==> src/rtl/sbpm_pkg.sv <==
// Package with constants of the serial block pin multiplexer
package sbpm_pkg;
    localparam int SBPM_NPIN = 12;
    localparam int SBPM_NSER = 6;
    localparam int SBPM_FW = 5;
    localparam int SBPM_NTOUCH = 5;
    localparam int SBPM_NTOUT = 3;
    localparam int SBPM_CMOD_PIN = 0;
    // Serial block modes
    localparam logic [2:0] MODE_UART6 = 3'h0;
    localparam logic [2:0] MODE_UART4 = 3'h1;
    localparam logic [2:0] MODE_UART2 = 3'h2;
    localparam logic [2:0] MODE_SPIM = 3'h3;
    localparam logic [2:0] MODE_SPIS = 3'h4;
    localparam logic [2:0] MODE_I2CM = 3'h5;
    localparam logic [2:0] MODE_I2CS = 3'h6;
    localparam logic [2:0] SBPM_MODE_RST = MODE_UART6;
    // General-purpose pin functions
    localparam logic [4:0] FN_TRI = 5'h00;
    localparam logic [4:0] FN_DRV1 = 5'h01;
    localparam logic [4:0] FN_DRV0 = 5'h02;
    localparam logic [4:0] FN_POWER = 5'h03;
    localparam logic [4:0] FN_TX_ACTIVITY_LED_N = 5'h04;
    localparam logic [4:0] FN_RX_ACTIVITY_LED_N = 5'h05;
    localparam logic [4:0] FN_ANYLED = 5'h06;
    localparam logic [4:0] FN_CHG0 = 5'h07;
    localparam logic [4:0] FN_CHG1 = 5'h08;
    localparam logic [4:0] FN_BUSDET = 5'h09;
    localparam logic [4:0] FN_TIN0 = 5'h0A;
    localparam logic [4:0] FN_TOUT0 = 5'h0F;
    localparam logic [4:0] FN_CMOD = 5'h12;
    localparam logic [4:0] FN_SHIELD = 5'h13;
    localparam logic [4:0] FN_RS485 = 5'h14;
    // Pin 11 down to pin 0; pins 2..7 idle while the serial block owns them
    localparam logic [11:0][4:0] SBPM_FUNC_RST = {FN_POWER, FN_TRI,
        FN_TRI, FN_TRI, FN_TRI, FN_TRI, FN_TRI, FN_TRI, FN_TRI, FN_TRI,
        FN_RX_ACTIVITY_LED_N, FN_TX_ACTIVITY_LED_N};
    // Serial pin index to general-purpose pin index
    localparam int SBPM_SER_GPIO [SBPM_NSER] = '{6, 2, 3, 4, 5, 7};
    // Charger state index
    localparam logic [1:0] CHG_UNCFG = 2'h0;
    localparam logic [1:0] CHG_STD = 2'h1;
    localparam logic [1:0] CHG_DED = 2'h2;
    localparam logic [1:0] CHG_SUSP = 2'h3;
    // Engine input idle levels: rxd,dsr_n,cts_n,ssel,sclk,mosi,miso,scl,sda
    localparam logic [8:0] SBPM_ENG_IDLE = 9'h1E3;
endpackage

==> src/rtl/sbpm_ser_if.sv <==
// Serial engine signals between the top and the serial pin map
`timescale 1ns/1ps
interface sbpm_ser_if;
    logic uart_txd;
    logic uart_rts_n;
    logic uart_dtr_n;
    logic uart_rxd;
    logic uart_dsr_n;
    logic uart_cts_n;
    logic spi_ssel_o;
    logic spi_sclk_o;
    logic spi_mosi_o;
    logic spi_miso_o;
    logic spi_ssel_i;
    logic spi_sclk_i;
    logic spi_mosi_i;
    logic spi_miso_i;
    logic i2c_scl_o;
    logic i2c_sda_o;
    logic i2c_scl_i;
    logic i2c_sda_i;
    modport eng (output uart_txd, uart_rts_n, uart_dtr_n, spi_ssel_o,
        spi_sclk_o, spi_mosi_o, spi_miso_o, i2c_scl_o, i2c_sda_o,
        input uart_rxd, uart_dsr_n, uart_cts_n, spi_ssel_i, spi_sclk_i,
        spi_mosi_i, spi_miso_i, i2c_scl_i, i2c_sda_i);
    modport pins (input uart_txd, uart_rts_n, uart_dtr_n, spi_ssel_o,
        spi_sclk_o, spi_mosi_o, spi_miso_o, i2c_scl_o, i2c_sda_o,
        output uart_rxd, uart_dsr_n, uart_cts_n, spi_ssel_i, spi_sclk_i,
        spi_mosi_i, spi_miso_i, i2c_scl_i, i2c_sda_i);
endinterface

==> src/rtl/sbpm_serial_map.sv <==
// Serial pin routing per serial block mode
`timescale 1ns/1ps
module sbpm_serial_map (
    sbpm_ser_if.pins ser,
    input wire logic [2:0] mode,
    input wire logic [5:0] pin_in,
    output logic [5:0] own,
    output logic [5:0] drv,
    output logic [5:0] oe_n
);
    import sbpm_pkg::*;

    always_comb
    begin
        own = '0;
        drv = '0;
        oe_n = '1;
        {ser.uart_rxd, ser.uart_dsr_n, ser.uart_cts_n, ser.spi_ssel_i,
            ser.spi_sclk_i, ser.spi_mosi_i, ser.spi_miso_i,
            ser.i2c_scl_i, ser.i2c_sda_i} = SBPM_ENG_IDLE;
        unique case (mode)
            MODE_UART6, MODE_UART4, MODE_UART2:
            begin
                own[0] = 1'b1;
                ser.uart_rxd = pin_in[0];
                own[4] = 1'b1;
                drv[4] = ser.uart_txd;
                oe_n[4] = 1'b0;
                if (mode != MODE_UART2)
                begin
                    own[3:2] = 2'b11;
                    drv[2] = ser.uart_rts_n;
                    oe_n[2] = 1'b0;
                    ser.uart_cts_n = pin_in[3];
                end
                if (mode == MODE_UART6)
                begin
                    own[1] = 1'b1;
                    ser.uart_dsr_n = pin_in[1];
                    own[5] = 1'b1;
                    drv[5] = ser.uart_dtr_n;
                    oe_n[5] = 1'b0;
                end
            end
            MODE_SPIM:
            begin
                own[4:1] = 4'hF;
                drv[1] = ser.spi_ssel_o;
                ser.spi_miso_i = pin_in[2];
                drv[3] = ser.spi_mosi_o;
                drv[4] = ser.spi_sclk_o;
                oe_n[4:1] = 4'h2;
            end
            MODE_SPIS:
            begin
                own[4:1] = 4'hF;
                ser.spi_ssel_i = pin_in[1];
                drv[2] = ser.spi_miso_o;
                oe_n[2] = 1'b0;
                ser.spi_mosi_i = pin_in[3];
                ser.spi_sclk_i = pin_in[4];
            end
            MODE_I2CM, MODE_I2CS:
            begin
                own[3:2] = 2'b11;
                ser.i2c_scl_i = pin_in[2];
                ser.i2c_sda_i = pin_in[3];
                oe_n[3] = ser.i2c_sda_o;
                if (mode == MODE_I2CM)
                begin
                    oe_n[2] = ser.i2c_scl_o;
                end
            end
            default:
            begin
                own = '0;
            end
        endcase
    end
endmodule

==> src/rtl/sbpm_touch_enc.sv <==
// Encoder of the pressed touch button
`timescale 1ns/1ps
module sbpm_touch_enc #(
    parameter int NBTN = 5
) (
    input wire logic clk,
    input wire logic reset,
    input wire logic clk_en,
    input wire logic clear,
    input wire logic [NBTN-1:0] hit,
    output logic [2:0] code_r
);
    // Lowest button wins when several are touched at once
    function automatic logic [2:0] first_hit(input logic [NBTN-1:0] h);
        logic [2:0] c;
        c = 3'h0;
        for (int i = NBTN - 1; i >= 0; i--)
        begin
            if (h[i])
            begin
                c = 3'(i + 1);
            end
        end
        return c;
    endfunction

    always_ff @(posedge clk or posedge reset)
    begin
        if (reset)
        begin
            code_r <= 3'h0;
        end
        else if (clk_en)
        begin
            code_r <= clear ? 3'h0 : first_hit(hit);
        end
    end
endmodule

==> src/rtl/sbpm_pin_mux.sv <==
// Serial block and general-purpose pin function multiplexer
//
// Summary of operation
// - Serial block starts in mode 0
// - UART modes 0..2 pin assignments
// - SPI master and slave pin assignments
// - I2C master and slave on pins 3,4
// - Pins support tristate, drive high, low
// - Power-off pin low only when configured
// - LEDs show transmit, receive or either
// - Two pins give configurable charger code
// - Bus-detect pin senses VBUS for charger
// - Five touch inputs, three-bit pressed code
// - Any function on any pin, except CMOD
// - Suspend output with selectable polarity
// - Chip reset low tristates every pin
// - D+ pull-up only while VBUS present
// - Default pin functions after reset
// - RS485 enable while character pending
`timescale 1ns/1ps
module sbpm_pin_mux (
    input wire logic clk,
    input wire logic reset,
    input wire logic clk_en,
    input wire logic chip_reset_n,
    input wire logic cfg_load,
    input wire logic [2:0] cfg_mode,
    input wire logic [sbpm_pkg::SBPM_NPIN-1:0][4:0] cfg_func,
    input wire logic cfg_charger_en,
    input wire logic [3:0][1:0] cfg_chg_map,
    input wire logic cfg_susp_high,
    input wire logic cfg_wake_high,
    input wire logic usb_configured,
    input wire logic usb_suspended,
    input wire logic usb_tx_act,
    input wire logic usb_rx_act,
    input wire logic charger_dedicated,
    input wire logic vbus_pin,
    input wire logic uart_tx_pending,
    input wire logic uart_txd,
    input wire logic uart_rts_n,
    input wire logic uart_dtr_n,
    input wire logic spi_ssel_o,
    input wire logic spi_sclk_o,
    input wire logic spi_mosi_o,
    input wire logic spi_miso_o,
    input wire logic i2c_scl_o,
    input wire logic i2c_sda_o,
    output logic uart_rxd,
    output logic uart_dsr_n,
    output logic uart_cts_n,
    output logic spi_ssel_i,
    output logic spi_sclk_i,
    output logic spi_mosi_i,
    output logic spi_miso_i,
    output logic i2c_scl_i,
    output logic i2c_sda_i,
    input wire logic [sbpm_pkg::SBPM_NPIN-1:0] gpio_in,
    output logic [sbpm_pkg::SBPM_NPIN-1:0] gpio_out,
    output logic [sbpm_pkg::SBPM_NPIN-1:0] gpio_oe_n,
    output logic suspend_out,
    output logic suspend_oe_n,
    input wire logic wake_in,
    output logic wake_req,
    output logic usb_dplus_pullup,
    output logic vbus_present,
    output logic [2:0] mode
);
    import sbpm_pkg::*;

    sbpm_ser_if ser ();

    logic [2:0] mode_r;
    logic [SBPM_NPIN-1:0][4:0] func_r;
    logic [SBPM_NPIN-1:0] pin_out_r;
    logic [SBPM_NPIN-1:0] pin_oe_n_r;
    logic [SBPM_NPIN-1:0] pin_out_nxt;
    logic [SBPM_NPIN-1:0] pin_oe_n_nxt;
    logic [SBPM_NPIN-1:0] ser_own_g;
    logic [SBPM_NPIN-1:0] ser_drv_g;
    logic [SBPM_NPIN-1:0] ser_oe_n_g;
    logic [5:0] ser_pin_in;
    logic [5:0] ser_own;
    logic [5:0] ser_drv;
    logic [5:0] ser_oe_n;
    logic [8:0] eng_in_r;
    logic [1:0] chg_code_r;
    logic [1:0] chg_idx;
    logic [SBPM_NTOUCH-1:0] touch_hit;
    logic [2:0] touch_code;
    logic busdet_any;
    logic vbus_r;
    logic susp_r;
    logic wake_r;

    assign ser.uart_txd = uart_txd;
    assign ser.uart_rts_n = uart_rts_n;
    assign ser.uart_dtr_n = uart_dtr_n;
    assign ser.spi_ssel_o = spi_ssel_o;
    assign ser.spi_sclk_o = spi_sclk_o;
    assign ser.spi_mosi_o = spi_mosi_o;
    assign ser.spi_miso_o = spi_miso_o;
    assign ser.i2c_scl_o = i2c_scl_o;
    assign ser.i2c_sda_o = i2c_sda_o;
    assign {uart_rxd, uart_dsr_n, uart_cts_n, spi_ssel_i, spi_sclk_i,
        spi_mosi_i, spi_miso_i, i2c_scl_i, i2c_sda_i} = eng_in_r;
    assign mode = mode_r;

    // Stored configuration; chip reset also returns it to defaults
    always_ff @(posedge clk or posedge reset)
    begin
        if (reset)
        begin
            mode_r <= SBPM_MODE_RST;
        end
        else if (clk_en)
        begin
            if (!chip_reset_n)
            begin
                mode_r <= SBPM_MODE_RST;
            end
            else if (cfg_load && cfg_mode <= MODE_I2CS)
            begin
                mode_r <= cfg_mode;
            end
        end
    end

    always_ff @(posedge clk or posedge reset)
    begin
        if (reset)
        begin
            func_r <= SBPM_FUNC_RST;
        end
        else if (clk_en)
        begin
            if (!chip_reset_n)
            begin
                func_r <= SBPM_FUNC_RST;
            end
            else if (cfg_load)
            begin
                for (int g = 0; g < SBPM_NPIN; g++)
                begin
                    if (cfg_func[g] == FN_CMOD && g != SBPM_CMOD_PIN)
                    begin
                        func_r[g] <= FN_TRI;
                    end
                    else
                    begin
                        func_r[g] <= cfg_func[g];
                    end
                end
            end
        end
    end

    always_comb
    begin
        ser_own_g = '0;
        ser_drv_g = '0;
        ser_oe_n_g = '1;
        ser_pin_in = '0;
        for (int s = 0; s < SBPM_NSER; s++)
        begin
            ser_pin_in[s] = gpio_in[SBPM_SER_GPIO[s]];
            ser_own_g[SBPM_SER_GPIO[s]] = ser_own[s];
            ser_drv_g[SBPM_SER_GPIO[s]] = ser_drv[s];
            ser_oe_n_g[SBPM_SER_GPIO[s]] = ser_oe_n[s];
        end
    end

    sbpm_serial_map u_map (
        .ser(ser.pins),
        .mode(mode_r),
        .pin_in(ser_pin_in),
        .own(ser_own),
        .drv(ser_drv),
        .oe_n(ser_oe_n)
    );

    always_ff @(posedge clk or posedge reset)
    begin
        if (reset)
        begin
            eng_in_r <= SBPM_ENG_IDLE;
        end
        else if (clk_en)
        begin
            eng_in_r <= {ser.uart_rxd, ser.uart_dsr_n, ser.uart_cts_n,
                ser.spi_ssel_i, ser.spi_sclk_i, ser.spi_mosi_i,
                ser.spi_miso_i, ser.i2c_scl_i, ser.i2c_sda_i};
        end
    end

    // Touch and bus-detect inputs gathered from their pins
    always_comb
    begin
        touch_hit = '0;
        busdet_any = 1'b0;
        for (int g = 0; g < SBPM_NPIN; g++)
        begin
            for (int k = 0; k < SBPM_NTOUCH; k++)
            begin
                if (func_r[g] == FN_TIN0 + 5'(k))
                begin
                    touch_hit[k] = touch_hit[k] | gpio_in[g];
                end
            end
            if (func_r[g] == FN_BUSDET)
            begin
                busdet_any = busdet_any | gpio_in[g];
            end
        end
    end

    sbpm_touch_enc #(
        .NBTN(SBPM_NTOUCH)
    ) u_touch (
        .clk(clk),
        .reset(reset),
        .clk_en(clk_en),
        .clear(!chip_reset_n),
        .hit(touch_hit),
        .code_r(touch_code)
    );

    // Absent VBUS always reports the unconfigured code
    always_comb
    begin
        if (!vbus_r)
        begin
            chg_idx = CHG_UNCFG;
        end
        else if (usb_suspended)
        begin
            chg_idx = CHG_SUSP;
        end
        else if (charger_dedicated)
        begin
            chg_idx = CHG_DED;
        end
        else if (usb_configured)
        begin
            chg_idx = CHG_STD;
        end
        else
        begin
            chg_idx = CHG_UNCFG;
        end
    end

    always_ff @(posedge clk or posedge reset)
    begin
        if (reset)
        begin
            vbus_r <= 1'b0;
            chg_code_r <= 2'h0;
        end
        else if (clk_en)
        begin
            // Divider pin used with charger detect
            vbus_r <= cfg_charger_en ? busdet_any : vbus_pin;
            chg_code_r <= cfg_chg_map[chg_idx];
        end
    end

    assign usb_dplus_pullup = vbus_r & chip_reset_n;
    assign vbus_present = vbus_r;

    always_comb
    begin
        for (int g = 0; g < SBPM_NPIN; g++)
        begin
            pin_out_nxt[g] = 1'b0;
            pin_oe_n_nxt[g] = 1'b0;
            case (func_r[g])
                FN_DRV1: pin_out_nxt[g] = 1'b1;
                FN_DRV0: pin_out_nxt[g] = 1'b0;
                FN_POWER: pin_out_nxt[g] = !(usb_configured
                    && !usb_suspended);
                FN_TX_ACTIVITY_LED_N: pin_out_nxt[g] = !usb_tx_act;
                FN_RX_ACTIVITY_LED_N: pin_out_nxt[g] = !usb_rx_act;
                FN_ANYLED: pin_out_nxt[g] = !(usb_tx_act || usb_rx_act);
                FN_CHG0: pin_out_nxt[g] = chg_code_r[0];
                FN_CHG1: pin_out_nxt[g] = chg_code_r[1];
                FN_TOUT0: pin_out_nxt[g] = touch_code[0];
                FN_TOUT0 + 5'h01: pin_out_nxt[g] = touch_code[1];
                FN_TOUT0 + 5'h02: pin_out_nxt[g] = touch_code[2];
                FN_RS485: pin_out_nxt[g] = uart_tx_pending;
                default: pin_oe_n_nxt[g] = 1'b1;
            endcase
            // Serial block ownership overrides the pin function
            if (ser_own_g[g])
            begin
                pin_out_nxt[g] = ser_drv_g[g];
                pin_oe_n_nxt[g] = ser_oe_n_g[g];
            end
        end
    end

    always_ff @(posedge clk or posedge reset)
    begin
        if (reset)
        begin
            pin_out_r <= '0;
            pin_oe_n_r <= '1;
        end
        else if (clk_en)
        begin
            pin_out_r <= pin_out_nxt;
            pin_oe_n_r <= pin_oe_n_nxt;
        end
    end

    always_ff @(posedge clk or posedge reset)
    begin
        if (reset)
        begin
            susp_r <= 1'b0;
            wake_r <= 1'b0;
        end
        else if (clk_en)
        begin
            susp_r <= usb_suspended ~^ cfg_susp_high;
            wake_r <= wake_in ~^ cfg_wake_high;
        end
    end

    assign gpio_oe_n = chip_reset_n ? pin_oe_n_r : '1;
    assign gpio_out = pin_out_r;
    assign suspend_out = susp_r;
    assign suspend_oe_n = !chip_reset_n;
    assign wake_req = wake_r;
endmodule

==> config.mk <==
export PLATFORM = sky130hd
export DESIGN_NAME = sbpm_pin_mux
export DESIGN_NICKNAME = d
export VERILOG_FILES = /design/src/rtl/sbpm_pkg.sv /design/src/rtl/sbpm_ser_if.sv /design/src/rtl/sbpm_serial_map.sv /design/src/rtl/sbpm_touch_enc.sv /design/src/rtl/sbpm_pin_mux.sv
export SDC_FILE = /design/constraint.sdc
export NUM_CORES = 1
export LEC_CHECK = 0
export BUFFER_PORTS_ARGS = -buffer_cell sky130_fd_sc_hd__buf_4
export CAP_MARGIN = 25
export CORE_ASPECT_RATIO = 0.5
export CORE_MARGIN = 5
export CORE_UTILIZATION = 57
export CTS_CLUSTER_DIAMETER = 30
export DETAILED_ROUTE_END_ITERATION = 10
export GPL_ROUTABILITY_DRIVEN = 0
export PLACE_DENSITY_LB_ADDON = 0.3
export SLEW_MARGIN = 20
export SYNTH_ARGS = -nofsm -noshare
export SYNTH_HDL_FRONTEND = slang
export SYNTH_HIERARCHICAL = 1
export SYNTH_SLANG_ARGS = --single-unit
==> constraint.sdc <==
create_clock -name clk -period 3.65 [get_ports clk]
set_input_delay 0.1825 -clock clk [delete_from_list [all_inputs] [get_ports clk]]
set_output_delay 0.1825 -clock clk [all_outputs]
set_load 0.1 [all_outputs]
Word-level counts from Yosys, hierarchy flattened
Index checks and enable logic that the tools add are counted.

cells by class
  equality and inequality tests = 236
  bitwise logic cells = 69
  order comparisons = 2
  reduce and logical (&&, ||, !) cells = 30
  mux-type cells = 170

operators by type and width
  cell                  number
  $eq A5 B4 Y1 const B  96
  $eq A5 B3 Y1 const B  48
  $eq A5 B5 Y1 const B  47
  $reduce_or A12 Y1     12
  $pmux W1 S11          12
  $mux W1               124
  $eq A5 B2 Y1 const B  24
  $mux W60              2
  $or A1 B1 Y1          66
  $eq A5 B1 Y1 const B  12
  $mux W5               11
  $mux W3               8
  $mux W12              1
  $mux W2               5
  $eq A3 B3 Y1 const B  3
  $pmux W1 S2           4
  $reduce_or A4 Y1      2
  $eq A3 B2 Y1 const B  2
  $logic_not A1 Y1      6
  $reduce_or A5 Y1      1
  $bmux W2 S2           1
  $ne A2 B1 Y1 const B  2
  $pmux W2 S2           1
  $reduce_and A2 Y1     2
  other kinds (12)      15

word-level totals
  register bits after elaboration = 104
  input port bits = 108
  output and inout bits = 41

Depth between registers and ports, before layout
Gate-level depths: netlist of run 1.

  depth after elaboration = 30
  mapped depth = 9
  depth with buffers taken out = 8

Modules after synthesis
The synthesis of run 1 kept the hierarchy.

modules (own cells, without submodules)
  module           instances  area each (um^2)  cells an instance
  sbpm_pin_mux     1          7,664.9           998
  sbpm_serial_map  1          267.8             41
  sbpm_touch_enc   1          166.4             18

Least setup slack after synthesis of run 1
OpenSTA, ideal clock, no wires.

  path type = reg2reg
  start = register mode_r[2], in the netlist mode[2]
  end = register pin_out_r[4], in the netlist gpio_out[4]
  arrival time = 2,125 ps
  cell stages (with the launch flop) = 9
  setup slack = 1,392 ps
  required time = 3,517 ps
  path through = dfrtp_1 -> buf_6 -> buf_2 -> xnor2_1 -> nand2_1 -> buf_4 -> a31oi_1 -> o41a_1 -> a32oi_1

on the way
  longest elaborated chain between the ends = 4

ends and longest elaborated chain
  what                                                RTL line               source
  start: declaration                                  sbpm_pin_mux.sv:73     logic [2:0] mode_r;
  start signal: assignment                            sbpm_pin_mux.sv:124    mode_r <= cfg_mode;
  $eq A3 B2 Y1 (tied with other cells)                sbpm_serial_map.sv:21  unique case (mode)
  $reduce_or A4 Y1 (no line) (tied with other cells)  --
  $pmux W2 S2 (*)                                     sbpm_serial_map.sv:21
  named net ser_own[3]                                sbpm_pin_mux.sv:83     logic [5:0] ser_own;
  $mux W1 (*)                                         sbpm_pin_mux.sv:294    if (ser_own_g[g])
  end signal: assignment                              sbpm_pin_mux.sv:311    pin_out_r <= pin_out_nxt;
  end: declaration                                    sbpm_pin_mux.sv:75     logic [SBPM_NPIN-1:0] pin_out_r;

The timed path passes the listed nets; every way through them passes the cells marked *.
A chain may end at the register's enable or synchronous reset.

Worst setup path after layout of run 1
  start = register func_r[47] in the netlist's numbering
  end = register u_touch.code_r[1]

RTL lines
  what                              RTL line              source
  start: declaration                sbpm_pin_mux.sv:74    logic [SBPM_NPIN-1:0][4:0] func_r;
  start signal: indexed assignment  sbpm_pin_mux.sv:151   func_r[g] <= cfg_func[g];
  $eq A5 B4 Y1 (*)                  sbpm_pin_mux.sv:205   if (func_r[g] == FN_TIN0 + 5'(k))
  $mux W1 (*)                       sbpm_pin_mux.sv:205
  $or A1 B1 Y1                      sbpm_pin_mux.sv:207   touch_hit[k] = touch_hit[k] | gpio_in[g];
  $mux W1 (*)                       sbpm_pin_mux.sv:205
  $or A1 B1 Y1                      sbpm_pin_mux.sv:207
  $mux W1 (*)                       sbpm_pin_mux.sv:205
  named net touch_hit[1]            sbpm_pin_mux.sv:89    logic [SBPM_NTOUCH-1:0] touch_hit;
  $mux W3 (*) (2 in series)         sbpm_touch_enc.sv:19  if (h[i])
  $mux W3 (*)                       sbpm_touch_enc.sv:35  code_r <= clear ? 3'h0 : first_hit(hit);
  end signal: assignment            sbpm_touch_enc.sv:35
  end: declaration                  sbpm_touch_enc.sv:11  output logic [2:0] code_r

Marked as above.

==> impl_results.rst, run 1 <==
.. list-table::
   :header-rows: 1

   * - Metric
     - Value
   * - Final global-route overflow total
     - 0
   * - Worst vdd rail ir drop
     - 250 uV
   * - Final TNS setup
     - 0 ns
   * - Leakage power summed over all cells
     - 3.78 nW
   * - Category of the critical setup timing path
     - flip-flop to flip-flop
   * - Number of max-cap violations
     - 0
   * - Global-route usage over all layers
     - 29.1%
   * - Yosys warning total
     - 6
   * - Wire length of the first global-routing pass
     - 39.7 mm
   * - Post-synth top flop
     - sky130_fd_sc_hd__dfrtp_1
   * - Post-synthesis cell count
     - 1057
   * - Post-Layout Cell Count
     - 1316
   * - Ant. Diodes
     - 0
   * - Hold WC Path Type
     - primary input to flip-flop
   * - Number of buffers created by CTS
     - 9
   * - Clock latency on the worst-skew pair
     - 0.35 ns
   * - Maximum buffer depth of the clock tree
     - 2
   * - Number of antenna violations at the first check in global routing
     - 1
   * - First-pass iteration count of the detailed router
     - 6
   * - Resize count post-CTS
     - 0
   * - Syn_nets
     - 1165
   * - Max stage delay on crit path
     - 0.79 ns
   * - Run status
     - finished, final reports clean
   * - Port Buffer Count
     - 148
   * - Avg WL per Cell
     - 18.9 um
   * - Core box area
     - 13700 um^2
   * - Number of fillers in the final layout
     - 1186
   * - Maximum fanout count along the critical path
     - 12
   * - Pin slew with the least headroom to its limit
     - 0.850 ns
   * - Number of post-CTS setup repair buffers
     - 0
   * - Maximum number of pins on one net before global-route repair
     - 127
   * - Unrepaired setup endpoints after global routing
     - false
   * - Root buffer cell
     - sky130_fd_sc_hd__clkbuf_16
   * - Headroom to the max-slew limit
     - 42.6%
   * - Required time reported for the critical path endpoint
     - 3.94 ns
   * - Setup violators final
     - 0
   * - Arr. time, crit path
     - 2.56 ns
   * - Pins Over Slew Limit
     - 0
   * - Fin area
     - 9320 um^2
   * - Number of different library cells in the post-synthesis netlist
     - 82
   * - Leading cell type by number of instances after synthesis
     - sky130_fd_sc_hd__nand2_1
   * - Post-route ant nets
     - 0
   * - Cell area reported after detailed placement
     - 9010 um^2
   * - Area of the die
     - 16800 um^2
   * - Portion of the post-synthesis area used by sequential elements
     - 32.5%
   * - Post-CTS clock slew at the launch and capture registers of the worst setup and hold paths
     - 0.08 ns
   * - Worst Hold Slack
     - 0.0811 ns
   * - Share of post-route cells with drive strength above 1
     - 20.6%
   * - Critical Path Sink Type
     - flip-flop
   * - Setup crit start kind
     - flip-flop
   * - CTS H-tree lvls
     - 3
   * - Most used standard cells in the synthesized netlist
     - sky130_fd_sc_hd__nand2_1, sky130_fd_sc_hd__dfrtp_1, sky130_fd_sc_hd__o21ai_0, sky130_fd_sc_hd__nor2_1, sky130_fd_sc_hd__clkbuf_1
   * - Post-synthesis instance area
     - 8100 um^2
   * - Post-detailed-route via-to-cell ratio
     - 6.51
   * - Post-route DRC
     - 0
   * - Overall via count from detail_route
     - 8569
   * - Clock tree from TritonCTS
     - yes
   * - Ports placed on the boundary
     - 149
   * - Skew final
     - 0.00844 ns
   * - Buffer and inverter count on the worst path
     - 0
   * - Number of buffers added to fix hold violations after cts
     - 1
   * - Final HPWL DP
     - 17.6 mm
   * - Top achievable clock speed
     - 440 MHz
   * - Area share of the leading cell type in the synthesized netlist
     - 25.0%
   * - Async SR Flop Fraction
     - 100%
   * - Worst path slowest cell
     - sky130_fd_sc_hd__nor4bb_1
   * - Cell-by-cell trace of the critical path
     - nor4bb_1, nand3_1, o2111ai_1, nor3_1, o2111ai_1, nor2_2, nor3_1, mux2_2
   * - Number of hold-slack violations in the final timing report
     - 0
   * - Final core area utilization
     - 67.8%
   * - Largest area contributor in the synthesized netlist
     - sky130_fd_sc_hd__dfrtp_1
   * - Effective utilization at floorplan
     - 59.0%
   * - Die outline width
     - 179 um
   * - Via count of the first global-routing pass
     - 7686
   * - Total power divided by cell area
     - 437 nW/um^2
   * - Number of flops mapped to enable cells by yosys
     - 0
   * - Post-synthesis sequential element count
     - 104
   * - Placed cell count
     - 1298
   * - Crit path max-delay family
     - simple AND/OR/NAND/NOR gates
   * - Main area contributors after synthesis
     - sky130_fd_sc_hd__dfrtp_1, sky130_fd_sc_hd__dfstp_2, sky130_fd_sc_hd__nand2_1
   * - 1st-iter DRT viols
     - 1156
   * - Num Clock Sinks
     - 104
   * - DIE HEIGHT
     - 94.3 um
   * - Placement Rows
     - 30
   * - Total Wirelength
     - 24.8 mm
   * - Share of the clock period used by the worst path
     - 62.3%
   * - Average footprint of a synthesized cell
     - 7.66 um^2
   * - Number of nets at the end of the flow
     - 1227
   * - Tmin final
     - 2.27 ns
   * - Synth-to-layout area growth
     - 15.1%
registers in the layout (all words and copies together) (netlist names):
name,count
gpio_out,12
chg_code_r,2
suspend_out,1
pin_oe_n_r,12
eng_in_r,9
func_r,60
wake_req,1
u_touch/code_r,3
mode,3
vbus_present,1
where the power goes:
part / internal (W) / switching, W
Combinational: 0.000510 / 0.000980
Clock: 0.000468 / 0.000460
Sequential: 0.00133 / 0.000326
Total: 0.00230 / 0.00177
per-layer routing:
metal | track usage (%) | up-vias | share of wire, %
li1 | - | 3979 | -
met1 | 43.3 | 4010 | 43
met2 | 42.7 | 518 | 42
met3 | 7.08 | 60 | 13
met4 | 6.38 | 2 | 1.7
met5 | 0 | - | 0.052
tightest hold or removal path, cell delays in order:
cell,delay (ns)
sky130_fd_sc_hd__buf_4,0.11
sky130_fd_sc_hd__nand2_1,0.07
sky130_fd_sc_hd__a22oi_1,0.06
final cells by class:
cell class / instances / area (um^2) / area share (%)
clock inverters: 6 / 43.8 / 0.470
clock buffers: 10 / 229 / 2.46
multi-input cells: 804 / 4810 / 51.7
repair buffers: 155 / 1190 / 12.8
inverters: 45 / 171 / 1.84
flip-flops and latches: 104 / 2630 / 28.2
well taps: 192 / 240 / 2.58
placed cells by master, fill, tap and decap left out, types with 17 or more instances in the layout:
master,synthesis,routed
sky130_fd_sc_hd__nand2_1,156,156
sky130_fd_sc_hd__buf_4,7,152
sky130_fd_sc_hd__dfrtp_1,81,81
sky130_fd_sc_hd__o21ai_0,80,80
sky130_fd_sc_hd__nor2_1,66,66
sky130_fd_sc_hd__nand3_1,42,42
sky130_fd_sc_hd__nor3_1,42,42
sky130_fd_sc_hd__inv_1,41,40
sky130_fd_sc_hd__a21oi_1,39,39
sky130_fd_sc_hd__nor2b_1,36,36
sky130_fd_sc_hd__nand2b_1,25,25
sky130_fd_sc_hd__dfstp_2,23,23
sky130_fd_sc_hd__nor4b_1,19,19
sky130_fd_sc_hd__mux2_2,19,19
sky130_fd_sc_hd__nand4_1,17,17
sky130_fd_sc_hd__a31oi_1,17,17
through the flow:
| step | power [W] | setup WS, ns |
|---|---|---|
| 5_1_grt | 0.00427 | 1.32 |
| 3_3_place_gp | 0.00308 | 1.62 |
| 3_5_place_dp | 0.00312 | 1.54 |
| 6_report | 0.00407 | 1.38 |
| 2_1_floorplan | 0.00272 | 0.858 |
| 4_1_cts | 0.00405 | 1.52 |
logic make-up after synthesis:
logic type / after synthesis / share of synthesized area (%)
muxes: 25 / 3.38
other: 2 / 0.0927
and+or+nand+nor: 483 / 31.2
buffers and inverters: 149 / 8.06
AOI/OAI and AO/OA: 289 / 24.2
DFF: 104 / 32.5
xor gates and xnor gates: 5 / 0.541
path summary, 6_finish.rpt:
path                          startpoint                end  slack (ns)  cells past startpoint
max                           func_r[47]  u_touch/code_r[1]        1.38                      8
min                         cfg_func[56]         func_r[56]        0.08                      3
max reg2reg                   func_r[47]  u_touch/code_r[1]        1.38                      8
min reg2reg                pin_oe_n_r[4]      pin_oe_n_r[4]        0.49                      2
max in group asynchronous          reset      pin_oe_n_r[4]        2.40                      5
min in group asynchronous          reset  u_touch/code_r[2]        0.29                      3
Power figures use the tool's default switching activity.
==> run 2, diff against run 1 <==
==> constraint.sdc (replaced) <==
create_clock -name clk -period 2.4 [get_ports clk]
set_input_delay 0.12 -clock clk [delete_from_list [all_inputs] [get_ports clk]]
set_output_delay 0.12 -clock clk [all_outputs]
set_load 0.1 [all_outputs]
==> run 2 against run 1 <==
Maximum frequency grew 5.5%. Critical path depth is the same. Final cell count grew 1.1%. Highest routed layer is now met4.
==> impl_results.rst, run 2 (synthesis gave the netlist of run 1 again) <==
.. list-table::
   :header-rows: 1

   * - Metric
     - Value
   * - Run status
     - finished, final reports clean
   * - Hold WC Path Type
     - primary input to flip-flop
   * - Final core area utilization
     - 68.8%
   * - Pin slew with the least headroom to its limit
     - 0.786 ns
   * - Maximum buffer depth of the clock tree
     - 2
   * - Pins Over Slew Limit
     - 0
   * - Worst vdd rail ir drop
     - 368 uV
   * - Post-route DRC
     - 0
   * - Buffer and inverter count on the worst path
     - 1
   * - Top achievable clock speed
     - 464 MHz
   * - Number of nets at the end of the flow
     - 1241
   * - Max stage delay on crit path
     - 0.52 ns
   * - Critical Path Sink Type
     - flip-flop
   * - Post-detailed-route via-to-cell ratio
     - 6.44
   * - Area of the die
     - 16800 um^2
   * - Ports placed on the boundary
     - 149
   * - Maximum fanout count along the critical path
     - 11
   * - Number of hold-slack violations in the final timing report
     - 0
   * - Share of post-route cells with drive strength above 1
     - 21.4%
   * - Crit path max-delay family
     - simple AND/OR/NAND/NOR gates
   * - Leading cell types in the layout, fill and taps excluded
     - sky130_fd_sc_hd__buf_4, sky130_fd_sc_hd__nand2_1, sky130_fd_sc_hd__dfrtp_1
   * - Total power divided by cell area
     - 659 nW/um^2
   * - Area occupied by registers
     - 2630 um^2
   * - Avg WL per Cell
     - 19.3 um
   * - Via count of the first global-routing pass
     - 7708
   * - Multi-input combinational cell area
     - 4810 um^2
   * - Synth-to-layout area growth
     - 16.6%
   * - 1st-iter DRT viols
     - 1243
   * - Num Clock Sinks
     - 104
   * - Post-CTS clock slew at the launch and capture registers of the worst setup and hold paths
     - 0.07 ns
   * - Final global-route overflow total
     - 0
   * - Port Buffer Count
     - 148
   * - Arr. time, crit path
     - 2.39 ns
   * - Tmin final
     - 2.16 ns
   * - Minimum setup slack among reg-to-reg paths
     - 0.24 ns
   * - Number of post-CTS setup repair buffers
     - 0
   * - Share of the clock period used by the worst path
     - 89.8%
   * - Headroom to the max-slew limit
     - 47.5%
   * - Skew final
     - 0.00927 ns
   * - Ant. Diodes
     - 0
   * - Post-route ant nets
     - 0
   * - Final HPWL DP
     - 18.6 mm
   * - Setup violators final
     - 0
   * - Most used cell, CP
     - sky130_fd_sc_hd__nor3_1
   * - Placement Rows
     - 30
   * - Effective utilization at floorplan
     - 59.0%
   * - Setup crit start kind
     - flip-flop
   * - DIE HEIGHT
     - 94.3 um
   * - Max FFs per register
     - 60
   * - Unrepaired setup endpoints after global routing
     - false
   * - Total Wirelength
     - 25.6 mm
   * - Most common library cell in the layout ignoring fill and taps
     - sky130_fd_sc_hd__buf_4
   * - Number of antenna violations at the first check in global routing
     - 0
   * - Core box area
     - 13700 um^2
   * - Die outline width
     - 179 um
   * - Overall via count from detail_route
     - 8559
   * - Maximum number of pins on one net before global-route repair
     - 127
   * - Required time reported for the critical path endpoint
     - 2.64 ns
   * - Cell-by-cell trace of the critical path
     - inv_1, nand4_1, nor3_1, nor4_1, nand3_1, nor2_2, nor3_1, mux2_2
   * - Worst r2r src
     - func_r[34]
   * - Cell depth of the worst setup path
     - 8
   * - Number of buffers created by CTS
     - 9
   * - Category of the critical setup timing path
     - flip-flop to flip-flop
   * - Clock latency on the worst-skew pair
     - 0.36 ns
   * - Wire length of the first global-routing pass
     - 40.6 mm
   * - Root buffer cell
     - sky130_fd_sc_hd__clkbuf_16
   * - Resize count post-CTS
     - 0
   * - First-pass iteration count of the detailed router
     - 6
   * - Length in cells of the worst reg-to-reg path
     - 8
   * - Critical Path Sink
     - u_touch/code_r[1]
   * - Global-route usage over all layers
     - 30.1%
   * - Worst setup path startpoint
     - func_r[34]
   * - Largest register by flop count
     - func_r
   * - Worst reg2reg endpoint
     - u_touch/code_r[1]
   * - Leakage power summed over all cells
     - 3.85 nW
   * - Number of fillers in the final layout
     - 1185
   * - Clock tree from TritonCTS
     - yes
   * - CTS H-tree lvls
     - 3
   * - Final TNS setup
     - 0 ns
   * - Number of max-cap violations
     - 0
   * - Worst path slowest cell
     - sky130_fd_sc_hd__dfrtp_1
-- run 2: cell count changes in the layout (fill, tap and decap cells not counted), sizes merged --
cell,before,now
dlygate4sd3,1,2
clkbuf,10,11
buf,154,167
inv,46,43
clkinvlp,1,3
-- run 2: worst min path at each step --
stage,startpoint,to,cells after the start
after floorplan,reset,u_touch/code_r[0],1
after global placement,reset,u_touch/code_r[2],2
after detailed placement,reset,u_touch/code_r[2],2
after CTS,cfg_func[45],func_r[45],3
after global routing,cfg_func[47],func_r[47],3
final,cfg_func[45],func_r[45],3
-- run 2: layout make-up --
type                       count  area share (%)
clock buffer                  11            2.57
sequential                   104            27.9
multi-input combinational    804            51.0
clock inverter                 5           0.358
tap                          192            2.54
timing repair buffer         169            13.9
inverter                      45            1.83
-- run 2: where the power goes --
group          switching [W]  internal (W)
combinational        0.00153      0.000805
clock               0.000681      0.000732
sequential          0.000460       0.00202
-- run 2: worst min-delay path: cells and delay by family --
| family | cells | cell delay [ns] |
|---|---|---|
| AND/OR/NAND/NOR | 1 | 0.05 |
| buffers and inverters | 1 | 0.11 |
| AO/OA/AOI/OAI | 1 | 0.05 |
-- run 2: through the flow --
step / setup slack [ns] / instance area [um^2] / cells / power (W) / hold slack (ns)
2_1_floorplan: 0.142 / 8100 / 1057 / 0.00414 / -0.126
3_3_place_gp: 0.437 / 9150 / 1312 / 0.00473 / 0.0352
3_5_place_dp: 0.338 / 9150 / 1312 / 0.00479 / 0.0371
4_1_cts: 0.317 / 9450 / 1330 / 0.00620 / 0.0127
5_1_grt: 0.0980 / 9450 / 1330 / 0.00652 / 0.0219
6_report: 0.245 / 9450 / 1330 / 0.00623 / 0.0126
-- run 2: repair_timing --
| item | in CTS | in global routing |
|---|---|---|
| setup endpoints to repair | 0 | 0 |
| hold buffers | 2 | 0 |
| endpoints found under the hold margin | 25 | 0 |
-- run 2: per-layer routing --
| layer | track usage (%) | up-vias | share of wire, % |
|---|---|---|---|
| met3 | 8.85 | 48 | 14 |
| met4 | 7.53 | 0 | 1.8 |
| met5 | 0 | - | 0 |
| met2 | 44.4 | 557 | 42 |
| li1 | - | 4007 | - |
| met1 | 43.1 | 3947 | 42 |
